[src/verilog/psd_pkg.sv]
/*
  Constants, types and register map of the module power-down sequencer.
  Assumes one 100 MHz clock and an APB slave port with 32-bit data.
*/
// Operation
// - Software power-down applies while hardware request asserted
// - Deinit bits set on all masked lanes deactivate the path; an empty lane mask never does
// - Tx turn-off advances to initialized by itself
// - Initialized with re-deinit true goes to deinit
// - Deinit disables tx, releases resources, then deactivated
// - Entering deactivated sets the path changed flag
// - Reading the flags deasserts the interrupt
// - Low-power allow bit moves ready to powering-down
// - Powering-down drops consumption before low power
// - Entering low power sets module changed flag
// - Apply ignored while configuration is in progress
// - Apply trigger clears on command completion
// - Default mode ignores apply in transient states
// - Stepped-only bit sits at byte two bit six
// - Stepped-only mode: pending init only stores provisioning
// - Stepped-only mode: no apply-immediate support
`default_nettype none

package psd_pkg;

  localparam int CLK_NS = 10;
  localparam int TMR_W = 16;

  function automatic int ns_to_cyc(input int ns);
    int c;
    c = (ns + CLK_NS - 1) / CLK_NS;
    return (c < 1) ? 1 : c;
  endfunction

  localparam int TURNOFF_NS = 2000;
  localparam int TURNON_NS = 2000;
  localparam int PATH_INIT_NS = 2000;
  localparam int DEINIT_NS = 2000;
  localparam int PWRDN_NS = 5000;
  localparam int PWRUP_NS = 5000;
  localparam int CFG_NS = 1000;
  localparam logic [TMR_W-1:0] TURNOFF_CYC = TMR_W'(ns_to_cyc(TURNOFF_NS));
  localparam logic [TMR_W-1:0] TURNON_CYC = TMR_W'(ns_to_cyc(TURNON_NS));
  localparam logic [TMR_W-1:0] PATH_INIT_CYC = TMR_W'(ns_to_cyc(PATH_INIT_NS));
  localparam logic [TMR_W-1:0] DEINIT_CYC = TMR_W'(ns_to_cyc(DEINIT_NS));
  localparam logic [TMR_W-1:0] PWRDN_CYC = TMR_W'(ns_to_cyc(PWRDN_NS));
  localparam logic [TMR_W-1:0] PWRUP_CYC = TMR_W'(ns_to_cyc(PWRUP_NS));
  localparam logic [TMR_W-1:0] CFG_CYC = TMR_W'(ns_to_cyc(CFG_NS));
  localparam logic [TMR_W-1:0] TMR_ONE = TMR_W'(1);

  localparam int AW = 12;
  localparam logic [AW-1:0] OFF_ADVERT = 12'h000;
  localparam logic [AW-1:0] OFF_CTRL = 12'h004;
  localparam logic [AW-1:0] OFF_DEINIT = 12'h008;
  localparam logic [AW-1:0] OFF_LANE_MASK = 12'h00c;
  localparam logic [AW-1:0] OFF_STATE = 12'h010;
  localparam logic [AW-1:0] OFF_FLAGS = 12'h014;
  localparam logic [AW-1:0] OFF_FLAG_CLR = 12'h018;
  localparam logic [AW-1:0] OFF_FLAG_EN = 12'h01c;
  localparam logic [AW-1:0] OFF_CFG = 12'h020;
  localparam logic [AW-1:0] OFF_STAGED = 12'h024;
  localparam logic [AW-1:0] OFF_ACTIVE = 12'h028;

  localparam int STEPPED_BIT = 22;
  localparam int CTRL_ALLOW_BIT = 0;
  localparam int CFG_APPLY_BIT = 0;
  localparam int CFG_IMM_BIT = 1;
  localparam int CFG_PEND_BIT = 2;
  localparam int CFG_STAT_LSB = 4;
  localparam int STATE_MOD_LSB = 4;
  localparam int STATE_HWREQ_BIT = 8;
  localparam int FLAG_PATH_BIT = 0;
  localparam int FLAG_MOD_BIT = 1;
  localparam int NFLAG = 2;
  localparam int CFG_W = 8;

  localparam logic [3:0] CFG_UNDEF = 4'h0;
  localparam logic [3:0] CFG_SUCCESS = 4'h1;
  localparam logic [3:0] CFG_IN_PROGRESS = 4'h8;
  localparam logic [NFLAG-1:0] FLAG_EN_RST = 2'h3;
  localparam logic [CFG_W-1:0] CFG_RST = 8'h00;

  typedef enum logic [2:0] {
    PATH_DEACTIVATED,
    PATH_INIT,
    PATH_INITIALIZED,
    PATH_TX_TURNON,
    PATH_ACTIVATED,
    PATH_TX_TURNOFF,
    PATH_DEINIT
  } psd_path_state_t;

  typedef enum logic [1:0] {
    MOD_LOW_POWER,
    MOD_POWERING_UP,
    MOD_READY,
    MOD_POWERING_DOWN
  } psd_mod_state_t;

  typedef struct packed {
    logic tx_enable;
    logic resources_on;
    logic high_power;
  } psd_power_out_t;

endpackage

`default_nettype wire

[src/verilog/psd_sequencer.sv]
/*
  Module power-down sequencer: APB register file, one data path state
  machine, module power state machine, state-changed flags and interrupt.
  Assumes a host on APB, the hardware low-power request from a pin, and
  a downstream power stage that follows the power_out levels.
*/
`timescale 1ns/10ps
`default_nettype none

module psd_sequencer #(
  parameter int N_LANES = 8,
  parameter bit STEPPED_CONFIG_ONLY = 1'b0
) (
  input wire logic pclk,
  input wire logic presetn,
  input wire logic psel,
  input wire logic penable,
  input wire logic pwrite,
  input wire logic [psd_pkg::AW-1:0] paddr,
  input wire logic [31:0] pwdata,
  output logic [31:0] prdata,
  output logic pready,
  output logic pslverr,
  input wire logic hw_low_power_request,
  output logic intr,
  output psd_pkg::psd_power_out_t power_out
);
  import psd_pkg::*;

  // lane bits live in one 32-bit register word, so wider paths cannot be served
  if (N_LANES < 1 || N_LANES > 32)
  begin
    $error("N_LANES must lie in 1..32");
  end

  function automatic logic addr_mapped(input logic [AW-1:0] a);
    return (a == OFF_ADVERT) || (a == OFF_CTRL) || (a == OFF_DEINIT) ||
           (a == OFF_LANE_MASK) || (a == OFF_STATE) || (a == OFF_FLAGS) ||
           (a == OFF_FLAG_CLR) || (a == OFF_FLAG_EN) || (a == OFF_CFG) ||
           (a == OFF_STAGED) || (a == OFF_ACTIVE);
  endfunction

  function automatic logic timer_done(input logic [TMR_W-1:0] t);
    return t <= TMR_ONE;
  endfunction

  logic hw_req_meta;
  logic hw_req_sync;
  logic sw_allow;
  logic next_sw_allow;
  logic [N_LANES-1:0] deinit_bits;
  logic [N_LANES-1:0] next_deinit_bits;
  logic [N_LANES-1:0] lane_mask;
  logic [N_LANES-1:0] next_lane_mask;
  logic [NFLAG-1:0] flags;
  logic [NFLAG-1:0] next_flags;
  logic [NFLAG-1:0] flag_en;
  logic [NFLAG-1:0] next_flag_en;
  logic [CFG_W-1:0] staged_cfg;
  logic [CFG_W-1:0] next_staged_cfg;
  logic [CFG_W-1:0] active_cfg;
  logic [CFG_W-1:0] next_active_cfg;
  logic apply_trig;
  logic next_apply_trig;
  logic path_init_pending;
  logic next_path_init_pending;
  logic [3:0] cfg_status;
  logic [3:0] next_cfg_status;
  logic [TMR_W-1:0] cfg_cnt;
  logic [TMR_W-1:0] next_cfg_cnt;
  psd_path_state_t path_state;
  psd_path_state_t next_path_state;
  logic [TMR_W-1:0] path_cnt;
  logic [TMR_W-1:0] next_path_cnt;
  psd_mod_state_t mod_state;
  psd_mod_state_t next_mod_state;
  logic [TMR_W-1:0] mod_cnt;
  logic [TMR_W-1:0] next_mod_cnt;
  logic [31:0] next_prdata;
  logic next_intr;
  psd_power_out_t next_power_out;

  logic wr;
  logic rd;
  logic setup_rd;
  logic deact;
  logic lp_req;
  logic transient;
  logic pend_go;
  logic pend_consume;
  logic set_path_flag;
  logic set_mod_flag;
  logic [NFLAG-1:0] rd_clr;
  logic [NFLAG-1:0] wr_clr;

  // zero wait states: every access completes in its first access cycle
  assign pready = 1'b1;
  assign pslverr = psel && penable && !addr_mapped(paddr);
  assign wr = psel && penable && pwrite && addr_mapped(paddr);
  assign rd = psel && penable && !pwrite && addr_mapped(paddr);
  assign setup_rd = psel && !penable && !pwrite;

  always_ff @(posedge pclk or negedge presetn)
  begin
    if (!presetn)
    begin
      hw_req_meta <= 1'b0;
      hw_req_sync <= 1'b0;
    end
    else
    begin
      hw_req_meta <= hw_low_power_request;
      hw_req_sync <= hw_req_meta;
    end
  end

  // the allow bit only counts while the pin asks for software control
  assign lp_req = hw_req_sync && sw_allow;
  assign deact = ((lane_mask != '0) && ((deinit_bits & lane_mask) == lane_mask)) ||
                 (mod_state != MOD_READY);
  assign transient = (path_state == PATH_TX_TURNOFF) || (path_state == PATH_DEINIT) ||
                     (path_state == PATH_INIT) || (path_state == PATH_TX_TURNON);
  assign pend_go = path_init_pending && !STEPPED_CONFIG_ONLY;

  // plain control registers
  always_comb
  begin
    next_sw_allow = sw_allow;
    next_deinit_bits = deinit_bits;
    next_lane_mask = lane_mask;
    next_flag_en = flag_en;
    next_staged_cfg = staged_cfg;
    wr_clr = '0;
    if (wr)
    begin
      case (paddr)
        OFF_CTRL: next_sw_allow = pwdata[CTRL_ALLOW_BIT];
        OFF_DEINIT: next_deinit_bits = pwdata[N_LANES-1:0];
        OFF_LANE_MASK: next_lane_mask = pwdata[N_LANES-1:0];
        OFF_FLAG_EN: next_flag_en = pwdata[NFLAG-1:0];
        OFF_FLAG_CLR: wr_clr = pwdata[NFLAG-1:0];
        OFF_STAGED: next_staged_cfg = pwdata[CFG_W-1:0];
        default: next_sw_allow = sw_allow;
      endcase
    end
  end

  always_ff @(posedge pclk or negedge presetn)
  begin
    if (!presetn)
    begin
      sw_allow <= 1'b0;
      deinit_bits <= '0;
      lane_mask <= '1;
      flag_en <= FLAG_EN_RST;
      staged_cfg <= CFG_RST;
    end
    else
    begin
      sw_allow <= next_sw_allow;
      deinit_bits <= next_deinit_bits;
      lane_mask <= next_lane_mask;
      flag_en <= next_flag_en;
      staged_cfg <= next_staged_cfg;
    end
  end

  // apply handling
  always_comb
  begin
    next_apply_trig = apply_trig;
    next_path_init_pending = path_init_pending;
    next_cfg_status = cfg_status;
    next_cfg_cnt = cfg_cnt;
    next_active_cfg = active_cfg;
    if (cfg_status == CFG_IN_PROGRESS)
    begin
      if (timer_done(cfg_cnt))
      begin
        next_active_cfg = staged_cfg;
        next_apply_trig = 1'b0;
        next_path_init_pending = 1'b1;
        next_cfg_status = CFG_SUCCESS;
      end
      else
      begin
        next_cfg_cnt = cfg_cnt - TMR_ONE;
      end
    end
    if (pend_consume)
    begin
      next_path_init_pending = 1'b0;
    end
    if (wr && paddr == OFF_CFG)
    begin
      if (pwdata[CFG_PEND_BIT])
      begin
        next_path_init_pending = 1'b0;
      end
      // apply writes during a running command, or in a transient path state outside stepped-only mode, are dropped
      if (pwdata[CFG_APPLY_BIT] && cfg_status != CFG_IN_PROGRESS &&
          (STEPPED_CONFIG_ONLY || !transient))
      begin
        next_apply_trig = 1'b1;
        next_cfg_status = CFG_IN_PROGRESS;
        next_cfg_cnt = CFG_CYC;
      end
      else if (pwdata[CFG_IMM_BIT] && !STEPPED_CONFIG_ONLY &&
               cfg_status != CFG_IN_PROGRESS && !transient)
      begin
        next_active_cfg = staged_cfg;
        next_cfg_status = CFG_SUCCESS;
      end
    end
  end

  always_ff @(posedge pclk or negedge presetn)
  begin
    if (!presetn)
    begin
      apply_trig <= 1'b0;
      path_init_pending <= 1'b0;
      cfg_status <= CFG_UNDEF;
      cfg_cnt <= '0;
      active_cfg <= CFG_RST;
    end
    else
    begin
      apply_trig <= next_apply_trig;
      path_init_pending <= next_path_init_pending;
      cfg_status <= next_cfg_status;
      cfg_cnt <= next_cfg_cnt;
      active_cfg <= next_active_cfg;
    end
  end

  // data path state machine
  always_comb
  begin
    next_path_state = path_state;
    next_path_cnt = path_cnt;
    set_path_flag = 1'b0;
    pend_consume = 1'b0;
    if (!timer_done(path_cnt))
    begin
      next_path_cnt = path_cnt - TMR_ONE;
    end
    case (path_state)
      PATH_ACTIVATED:
        if (deact || pend_go)
        begin
          next_path_state = PATH_TX_TURNOFF;
          next_path_cnt = TURNOFF_CYC;
        end
      PATH_TX_TURNOFF:
        if (timer_done(path_cnt))
        begin
          next_path_state = PATH_INITIALIZED;
        end
      PATH_INITIALIZED:
        if (deact)
        begin
          next_path_state = PATH_DEINIT;
          next_path_cnt = DEINIT_CYC;
        end
        else if (pend_go)
        begin
          pend_consume = 1'b1;
          next_path_state = PATH_INIT;
          next_path_cnt = PATH_INIT_CYC;
        end
        else
        begin
          next_path_state = PATH_TX_TURNON;
          next_path_cnt = TURNON_CYC;
        end
      PATH_DEINIT:
        if (timer_done(path_cnt))
        begin
          next_path_state = PATH_DEACTIVATED;
          set_path_flag = 1'b1;
        end
      PATH_DEACTIVATED:
        // deact holds while the module is not ready, so high power comes first
        if (!deact)
        begin
          pend_consume = pend_go;
          next_path_state = PATH_INIT;
          next_path_cnt = PATH_INIT_CYC;
        end
      PATH_INIT:
        if (timer_done(path_cnt))
        begin
          next_path_state = PATH_INITIALIZED;
        end
      PATH_TX_TURNON:
        if (timer_done(path_cnt))
        begin
          next_path_state = PATH_ACTIVATED;
          set_path_flag = 1'b1;
        end
      default:
        next_path_state = PATH_DEACTIVATED;
    endcase
  end

  always_ff @(posedge pclk or negedge presetn)
  begin
    if (!presetn)
    begin
      path_state <= PATH_DEACTIVATED;
      path_cnt <= '0;
    end
    else
    begin
      path_state <= next_path_state;
      path_cnt <= next_path_cnt;
    end
  end

  // module power state machine
  always_comb
  begin
    next_mod_state = mod_state;
    next_mod_cnt = mod_cnt;
    set_mod_flag = 1'b0;
    if (!timer_done(mod_cnt))
    begin
      next_mod_cnt = mod_cnt - TMR_ONE;
    end
    case (mod_state)
      MOD_LOW_POWER:
        if (!lp_req)
        begin
          next_mod_state = MOD_POWERING_UP;
          next_mod_cnt = PWRUP_CYC;
        end
      MOD_POWERING_UP:
        if (timer_done(mod_cnt))
        begin
          next_mod_state = MOD_READY;
          set_mod_flag = 1'b1;
        end
      MOD_READY:
        if (lp_req && path_state == PATH_DEACTIVATED)
        begin
          next_mod_state = MOD_POWERING_DOWN;
          next_mod_cnt = PWRDN_CYC;
        end
      MOD_POWERING_DOWN:
        if (timer_done(mod_cnt))
        begin
          next_mod_state = MOD_LOW_POWER;
          set_mod_flag = 1'b1;
        end
      default:
        next_mod_state = MOD_LOW_POWER;
    endcase
  end

  always_ff @(posedge pclk or negedge presetn)
  begin
    if (!presetn)
    begin
      mod_state <= MOD_LOW_POWER;
      mod_cnt <= '0;
    end
    else
    begin
      mod_state <= next_mod_state;
      mod_cnt <= next_mod_cnt;
    end
  end

  // power levels follow the next state so they change on state entry
  always_comb
  begin
    next_power_out.tx_enable = (next_path_state == PATH_ACTIVATED) ||
                               (next_path_state == PATH_TX_TURNON);
    next_power_out.resources_on = (next_path_state != PATH_DEACTIVATED) &&
                                  (next_path_state != PATH_DEINIT);
    next_power_out.high_power = (next_mod_state == MOD_READY) ||
                                (next_mod_state == MOD_POWERING_UP);
  end

  // flags: a read clears only the bits it returned, a write to OFF_FLAG_CLR clears the bits written as 1, set wins
  assign rd_clr = (rd && paddr == OFF_FLAGS) ? prdata[NFLAG-1:0] : '0;

  always_comb
  begin
    next_flags = flags & ~rd_clr & ~wr_clr;
    next_flags[FLAG_PATH_BIT] = next_flags[FLAG_PATH_BIT] | set_path_flag;
    next_flags[FLAG_MOD_BIT] = next_flags[FLAG_MOD_BIT] | set_mod_flag;
    next_intr = |(next_flags & flag_en);
  end

  // read data is captured in the setup cycle and held through the access
  always_comb
  begin
    next_prdata = '0;
    case (paddr)
      OFF_ADVERT: next_prdata[STEPPED_BIT] = STEPPED_CONFIG_ONLY;
      OFF_CTRL: next_prdata[CTRL_ALLOW_BIT] = sw_allow;
      OFF_DEINIT: next_prdata[N_LANES-1:0] = deinit_bits;
      OFF_LANE_MASK: next_prdata[N_LANES-1:0] = lane_mask;
      OFF_STATE:
      begin
        next_prdata[2:0] = path_state;
        next_prdata[STATE_MOD_LSB+:2] = mod_state;
        next_prdata[STATE_HWREQ_BIT] = hw_req_sync;
      end
      OFF_FLAGS: next_prdata[NFLAG-1:0] = flags;
      OFF_FLAG_EN: next_prdata[NFLAG-1:0] = flag_en;
      OFF_CFG:
      begin
        next_prdata[CFG_APPLY_BIT] = apply_trig;
        next_prdata[CFG_PEND_BIT] = path_init_pending;
        next_prdata[CFG_STAT_LSB+:4] = cfg_status;
      end
      OFF_STAGED: next_prdata[CFG_W-1:0] = staged_cfg;
      OFF_ACTIVE: next_prdata[CFG_W-1:0] = active_cfg;
      default: next_prdata = '0;
    endcase
  end

  always_ff @(posedge pclk or negedge presetn)
  begin
    if (!presetn)
    begin
      flags <= '0;
      intr <= 1'b0;
      prdata <= '0;
      power_out <= '0;
    end
    else
    begin
      flags <= next_flags;
      intr <= next_intr;
      power_out <= next_power_out;
      if (setup_rd)
      begin
        prdata <= next_prdata;
      end
    end
  end

endmodule

`default_nettype wire

[config.mk]
export PLATFORM = sky130hd
export DESIGN_NAME = psd_sequencer
export DESIGN_NICKNAME = d
export VERILOG_FILES = /design/src/verilog/psd_pkg.sv /design/src/verilog/psd_sequencer.sv
export SDC_FILE = /design/constraint.sdc
export NUM_CORES = 1
export LEC_CHECK = 0
export BUFFER_PORTS_ARGS = -buffer_cell sky130_fd_sc_hd__clkbuf_2
export CAP_MARGIN = 20
export CORE_MARGIN = 3
export CORE_UTILIZATION = 35
export CTS_CLUSTER_DIAMETER = 200
export DETAILED_ROUTE_END_ITERATION = 10
export HOLD_SLACK_MARGIN = 0.05
export PLACE_DENSITY = 0.58
export SLEW_MARGIN = 20
export SYNTH_ARGS = -nofsm -noshare
export SYNTH_HDL_FRONTEND = slang
export SYNTH_SLANG_ARGS = --single-unit
[constraint.sdc]
create_clock -name pclk -period 2.9 [get_ports pclk]
set_input_delay 0.145 -clock pclk [delete_from_list [all_inputs] [get_ports pclk]]
set_output_delay 0.145 -clock pclk [all_outputs]
set_load 0.02 [all_outputs]
[Word level (Yosys, flattened, before mapping)]
Cells that the tools add are included.
Operators by class
  bitwise logic cells: 8
  $add $sub $neg: 3
  $lt $le $gt $ge: 3
  reduce and logical (&&, ||, !) cells: 53
  muxes and demuxes: 62
  equal/unequal tests: 28
Operators with widths (number)
  2-to-1 mux 16 bit: 10
  equality test 12 x 5 -> 1 bit, second input constant: 4
  less-or-equal comparator 16 x 1 -> 1 bit, second input constant: 3
  one-hot mux 16 bit (3 select lines): 1
  subtractor 16 x 1 -> 16 bit, second input constant: 3
  2-to-1 mux 8 bit: 5
  equality test 12 x 6 -> 1 bit, second input constant: 3
  one-hot mux 16 bit (2 select lines): 1
  equality test 12 x 4 -> 1 bit, second input constant: 2
  2-to-1 mux 4 bit: 5
  logical AND 1 bit: 18
  2-to-1 mux 3 bit: 6
  one-hot mux 3 bit (6 select lines): 1
  logical OR 1 bit: 17
  2-to-1 mux 1 bit: 17
  2-to-1 mux 2 bit: 8
  equality test 12 x 3 -> 1 bit, second input constant: 1
  equality test 3 bit, second input constant: 4
  zero test 12 bit: 1
  one-hot mux 2 bit (6 select lines): 1
  one-hot mux 2 bit (5 select lines): 1
  AND reduction 2 bit: 5
  equality test 3 x 2 -> 1 bit, second input constant: 3
  one-hot mux 1 bit (9 select lines): 1
  23 further kinds: 36
Storage, ports and cells
  flip-flop bits (word level): 111
  bits of input ports: 50
  output and inout port bits: 38
  word-level logic and storage cells: 179

[Depth between registers and ports, before layout]
  depth in word-level cells: 20
  gate-level depth with buffers: 8
  gate-level depth less buffers: 7

[Worst setup path before layout]
Ideal clock, no wire load.
  kind: flip-flop to flip-flop
  from: reg cfg_cnt[12]
  to: reg active_cfg[0]
  period minus slack after synthesis: 2.298 ns
  setup time: 0.125 ns
  data arrival time: 2.173 ns
  buffers on the path: 0
  path slack: 0.602 ns
  stages on the path, launching flop included: 6
  required time: 2.775 ns
  cell sequence: dfrtp_1 or4_1 nor4_4 nand2_2 o22ai_4 mux2_2
Between the ends
  word-level cells in the longest chain between the ends: 6
Ends and longest elaborated chain
  start, declared: line psd_sequencer.sv:69  | logic [TMR_W-1:0] cfg_cnt;
  start signal, assigned: line psd_sequencer.sv:232  | cfg_cnt <= next_cfg_cnt;
  less-or-equal comparator 16 x 1 -> 1 bit *: line psd_sequencer.sv:44  | return t <= TMR_ONE;
  2-to-1 mux 8 bit *: line psd_sequencer.sv:178  | if (timer_done(cfg_cnt))
  2-to-1 mux 8 bit *: line psd_sequencer.sv:176  | if (cfg_status == CFG_IN_PROGRESS)
  2-to-1 mux 8 bit: line psd_sequencer.sv:208  | else if (pwdata[CFG_IMM_BIT] && !STEPPED_CONFIG_ONLY &&
  2-to-1 mux 8 bit: line psd_sequencer.sv:201  | if (pwdata[CFG_APPLY_BIT] && cfg_status != CFG_IN_PROGRESS &&
  2-to-1 mux 8 bit *: line psd_sequencer.sv:194  | if (wr && paddr == OFF_CFG)
  named net next_active_cfg[0]: line psd_sequencer.sv:62  | logic [CFG_W-1:0] next_active_cfg;
  end signal, assigned: line psd_sequencer.sv:233  | active_cfg <= next_active_cfg;
  end, declared: line psd_sequencer.sv:61  | logic [CFG_W-1:0] active_cfg;
The timed path passes the listed nets; every way through them passes the cells marked *.
A chain may end at the register's enable or synchronous reset.

[Final worst setup path]
  from: reg deinit_bits[3]
  to: reg path_cnt[3]
Between the ends
  word-level cells in the longest chain between the ends: 7
  elaborated cells between the ends (all ways): 8
  those cells by class: eq/ne (1); mux (3); bitwise (1); reduce/logical (3)
Ends and longest elaborated chain
  start, declared: line psd_sequencer.sv:51  | logic [N_LANES-1:0] deinit_bits;
  start signal, assigned: line psd_sequencer.sv:161  | deinit_bits <= next_deinit_bits;
  bitwise AND 8 bit *: line psd_sequencer.sv:119  | assign deact = ((lane_mask != '0) && ((deinit_bits & lane_mask) == lane_mask)) ||
  equality test 8 bit *: line psd_sequencer.sv:119
  logical AND 1 bit *: line psd_sequencer.sv:119
  logical OR 1 bit *: line psd_sequencer.sv:119
  logical OR 1 bit: line psd_sequencer.sv:250  | if (deact || pend_go)
  2-to-1 mux 16 bit: line psd_sequencer.sv:250
  one-hot mux 16 bit (3 select lines) *: line psd_sequencer.sv:248  | case (path_state)
  named net next_path_cnt[3]: line psd_sequencer.sv:74  | logic [TMR_W-1:0] next_path_cnt;
  end signal, assigned: line psd_sequencer.sv:317  | path_cnt <= next_path_cnt;
  end, declared: line psd_sequencer.sv:73  | logic [TMR_W-1:0] path_cnt;
Marks and branches as above.

==> flow_summary.json <==
{
  "clockRootBuffer": "clkbuf_16",
  "crit_slowest_cell": "o41ai_2",
  "synth.avg_cell_area_um2": 9.98,
  "synthDominantCellAreaShare_pct": 41.1,
  "cp.required_ps": 3190,
  "cts_tree": "done",
  "hp-class": "input port to flip-flop",
  "die_x_um": 139,
  "final_common_cell": "dfrtp_1",
  "skew_ps": 6.89,
  "cts.sink_count": 111,
  "rsz0062_at_grt": "false",
  "io_pins": 88,
  "path_clk_slew_ps": 80,
  "via_per_inst": 5.36,
  "dp.final_hpwl_um": 10700,
  "final_cells": 879,
  "antenna_left": 0,
  "postCtsSetupBuffers": 0,
  "synth-simple-area-share_pct": 21.0,
  "fp.coreArea_um2": 16900,
  "holdPathEnd": "deinit_bits[5]",
  "wl_per_cell_um": 16.6,
  "port_buffers": 39,
  "peakVddDrop_uv": 293,
  "synth_top_family_by_area": "simple AND/OR/NAND/NOR gates",
  "layout.nets": 710,
  "vias": 4712,
  "synth_edf_count": 0,
  "grt_max_degree": 67,
  "seq_area_frac_synth_pct": 45.4,
  "status": "finished, final reports clean",
  "rows": 47,
  "cts.path.max_buffers": 2,
  "antenna_found_initial": 0,
  "mostFrequentLayoutCells": "dfrtp_1 (101), nand2_1 (50), nor2_1 (49)",
  "arrival_ps": 2760,
  "holdPathStages": 2,
  "ys_ff_latch": 111,
  "p_per_area_nw_per_um2": 461,
  "max_stage_delay_ps": 850,
  "cp-start-kind": "flip-flop",
  "crit_fanout": 17,
  "dp.cells": 861,
  "numCtsBuffers": 9,
  "synth_top_area_cell": "dfrtp_1",
  "path_cells": "nand2b_1 > o2111ai_1 > o41ai_2 > o2111a_1 > or3b_2",
  "synth_xor_area_share_pct": 5.27,
  "cp-end-kind": "flip-flop",
  "rr_startpoint": "deinit_bits[3]",
  "synth_area_um2": 6140,
  "grt-ovfl-total": 0,
  "final_area_um2": 6900,
  "synth-adder-area-share_pct": 1.22,
  "ys_warn_count": 0,
  "reg2reg_depth": 5,
  "die_h_um": 139,
  "grt_pass1_vias": 4754,
  "relSlewSlack_pct": 41.8,
  "gp_congestion": 0.853,
  "tns_ps": 0,
  "synth.distinct_cells": 70,
  "ys.flop_type": "dfrtp_1",
  "fmax_ghz": 0.406,
  "setup_viol_count_final": 0,
  "r2r-end": "path_cnt[3]",
  "timing_hold_violations_final": 0,
  "rrSetupSlack_ps": 440,
  "async_flop_share_pct": 100,
  "drt-initial-drc-count": 382,
  "drive_gt1_share_pct": 21.2,
  "synth_compound_area_share_pct": 11.8,
  "diodes": 0,
  "synth.mux.area_fraction_pct": 9.14,
  "start_util_pct": 36.4,
  "period_minus_slack_ps": 2460,
  "track_usage_pct": 15.4,
  "hold_start": "pwdata[5]",
  "drt_wl_total_um": 14600,
  "synth_cells": 616,
  "h-tree-depth": 3,
  "grt_pass1_wl_um": 24400,
  "period_share_pct": 84.9,
  "place_area_um2": 6540,
  "clock_latency_ps": 350,
  "p_leak_uw": 0.00294,
  "worstMarginPinSlew_ps": 864,
  "maxCapViolations": 0,
  "drc": 0,
  "fp.dieArea_um2": 19200,
  "synth_area_leaders": "dfrtp_1 (41%), mux2_2 (7.3%), dfstp_2 (4.3%)",
  "firstDrtPassIters": 4,
  "criticalPathCategory": "flip-flop to flip-flop",
  "slew_viol_final": 0,
  "area_growth_pct": 12.3
}
## critical path: cells and delay by family (launching register included)
kind	cells	cell delay [ps]
flops	1	380
simple gates	2	340
compound gates	3	1680
## cell families after synthesis
| family | count (synthesis) |
|---|---|
| xor+xnor | 37 |
| fa+ha+maj | 6 |
| compound gates | 103 |
| flops | 111 |
| mux | 51 |
| simple gates | 234 |
| other cells | 2 |
| buf+inv | 72 |
## sequential cells by signal, indices dropped and copies added, names as in the netlist
name and count:
active_cfg 8, apply_trig 1, cfg_cnt 16, cfg_status 4, deinit_bits 8, flag_en 2
flags 2, hw_req_meta 1, hw_req_sync 1, intr 1, lane_mask 8, mod_cnt 16
mod_state 2, path_cnt 16, path_init_pending 1, path_state 3, power_out 3, prdata 9
staged_cfg 8, sw_allow 1
## metal layers
metal	global-route usage, %	wire length, µm
met1	21.3	6940
met2	24.9	6860
met3	1.90	489
met4	5.46	284
met5	0	0
## cell type report
| class | instances | area, µm² |
|---|---|---|
| Fill cell | 1670 | 9980 |
| Tap cell | 220 | 275 |
| Sequential cell | 111 | 2790 |
| Clock buffer | 10 | 239 |
| Clock inverter | 6 | 100 |
| Multi-Input combinational cell | 455 | 3080 |
| Timing Repair Buffer | 55 | 335 |
| Inverter | 22 | 82.6 |
## stage by stage
stage / total power (µW) / hold slack, ps / util [%] / worst slack (ps)
6_report: 3180 / 68.8 / 40.9 / 437
5_1_grt: 3300 / 64.4 / 40.9 / 299
4_1_cts: 3210 / 62.4 / 40.8 / 156
3_5_place_dp: 1810 / 259 / 38.7 / 165
3_3_place_gp: 1810 / 256 / 38.7 / 305
2_1_floorplan: 1730 / -151 / - / 602
## worst max path at each step
stage | end | cells past startpoint | slack [ps] | startpoint
2_1_floorplan | active_cfg[0] | 5 | 600 | cfg_cnt[12]
5_1_grt | path_cnt[9] | 5 | 300 | deinit_bits[3]
4_1_cts | path_cnt[9] | 6 | 160 | lane_mask[5]
3_5_place_dp | path_cnt[14] | 6 | 160 | lane_mask[5]
3_3_place_gp | path_cnt[9] | 6 | 310 | lane_mask[5]
6_report | path_cnt[3] | 5 | 440 | deinit_bits[3]
## where the power goes
group | leakage [µW] | internal, µW | total [µW] | switching (µW)
combinational | 0.00142 | 56.2 | 204 | 148
sequential | 0.00136 | 1560 | 1570 | 10.4
clock | 0.000167 | 798 | 1400 | 603
## repair_timing
| item | CTS | global route |
|---|---|---|
| endpoints found under the hold margin | 61 | 0 |
| endpoints found under the setup margin | 0 | 0 |
| hold buffers | 2 | 0 |
| resized for setup | 0 | 0 |
## synth_stat cells (4+ instances only)
cell type  instances
nor4_1            19
a21oi_1           16
a31oi_1            5
nand3_1           11
nor3_1            32
nand2b_1           7
a22oi_1            4
dfstp_2           10
nor2_1            49
mux2i_1           10
dfrtp_1          101
xor2_1             8
nor4b_1            4
nor2b_1            7
ha_1               6
o21ai_0           23
xnor2_1           29
nand2_1           50
inv_1             22
or4_1             13
o21a_1             4
o22ai_1            6
a211oi_1          14
buf_4             24
clkbuf_1          20
or3_1             10
and4_1             4
mux2_2            40
(Power assumes the default switching activity.)
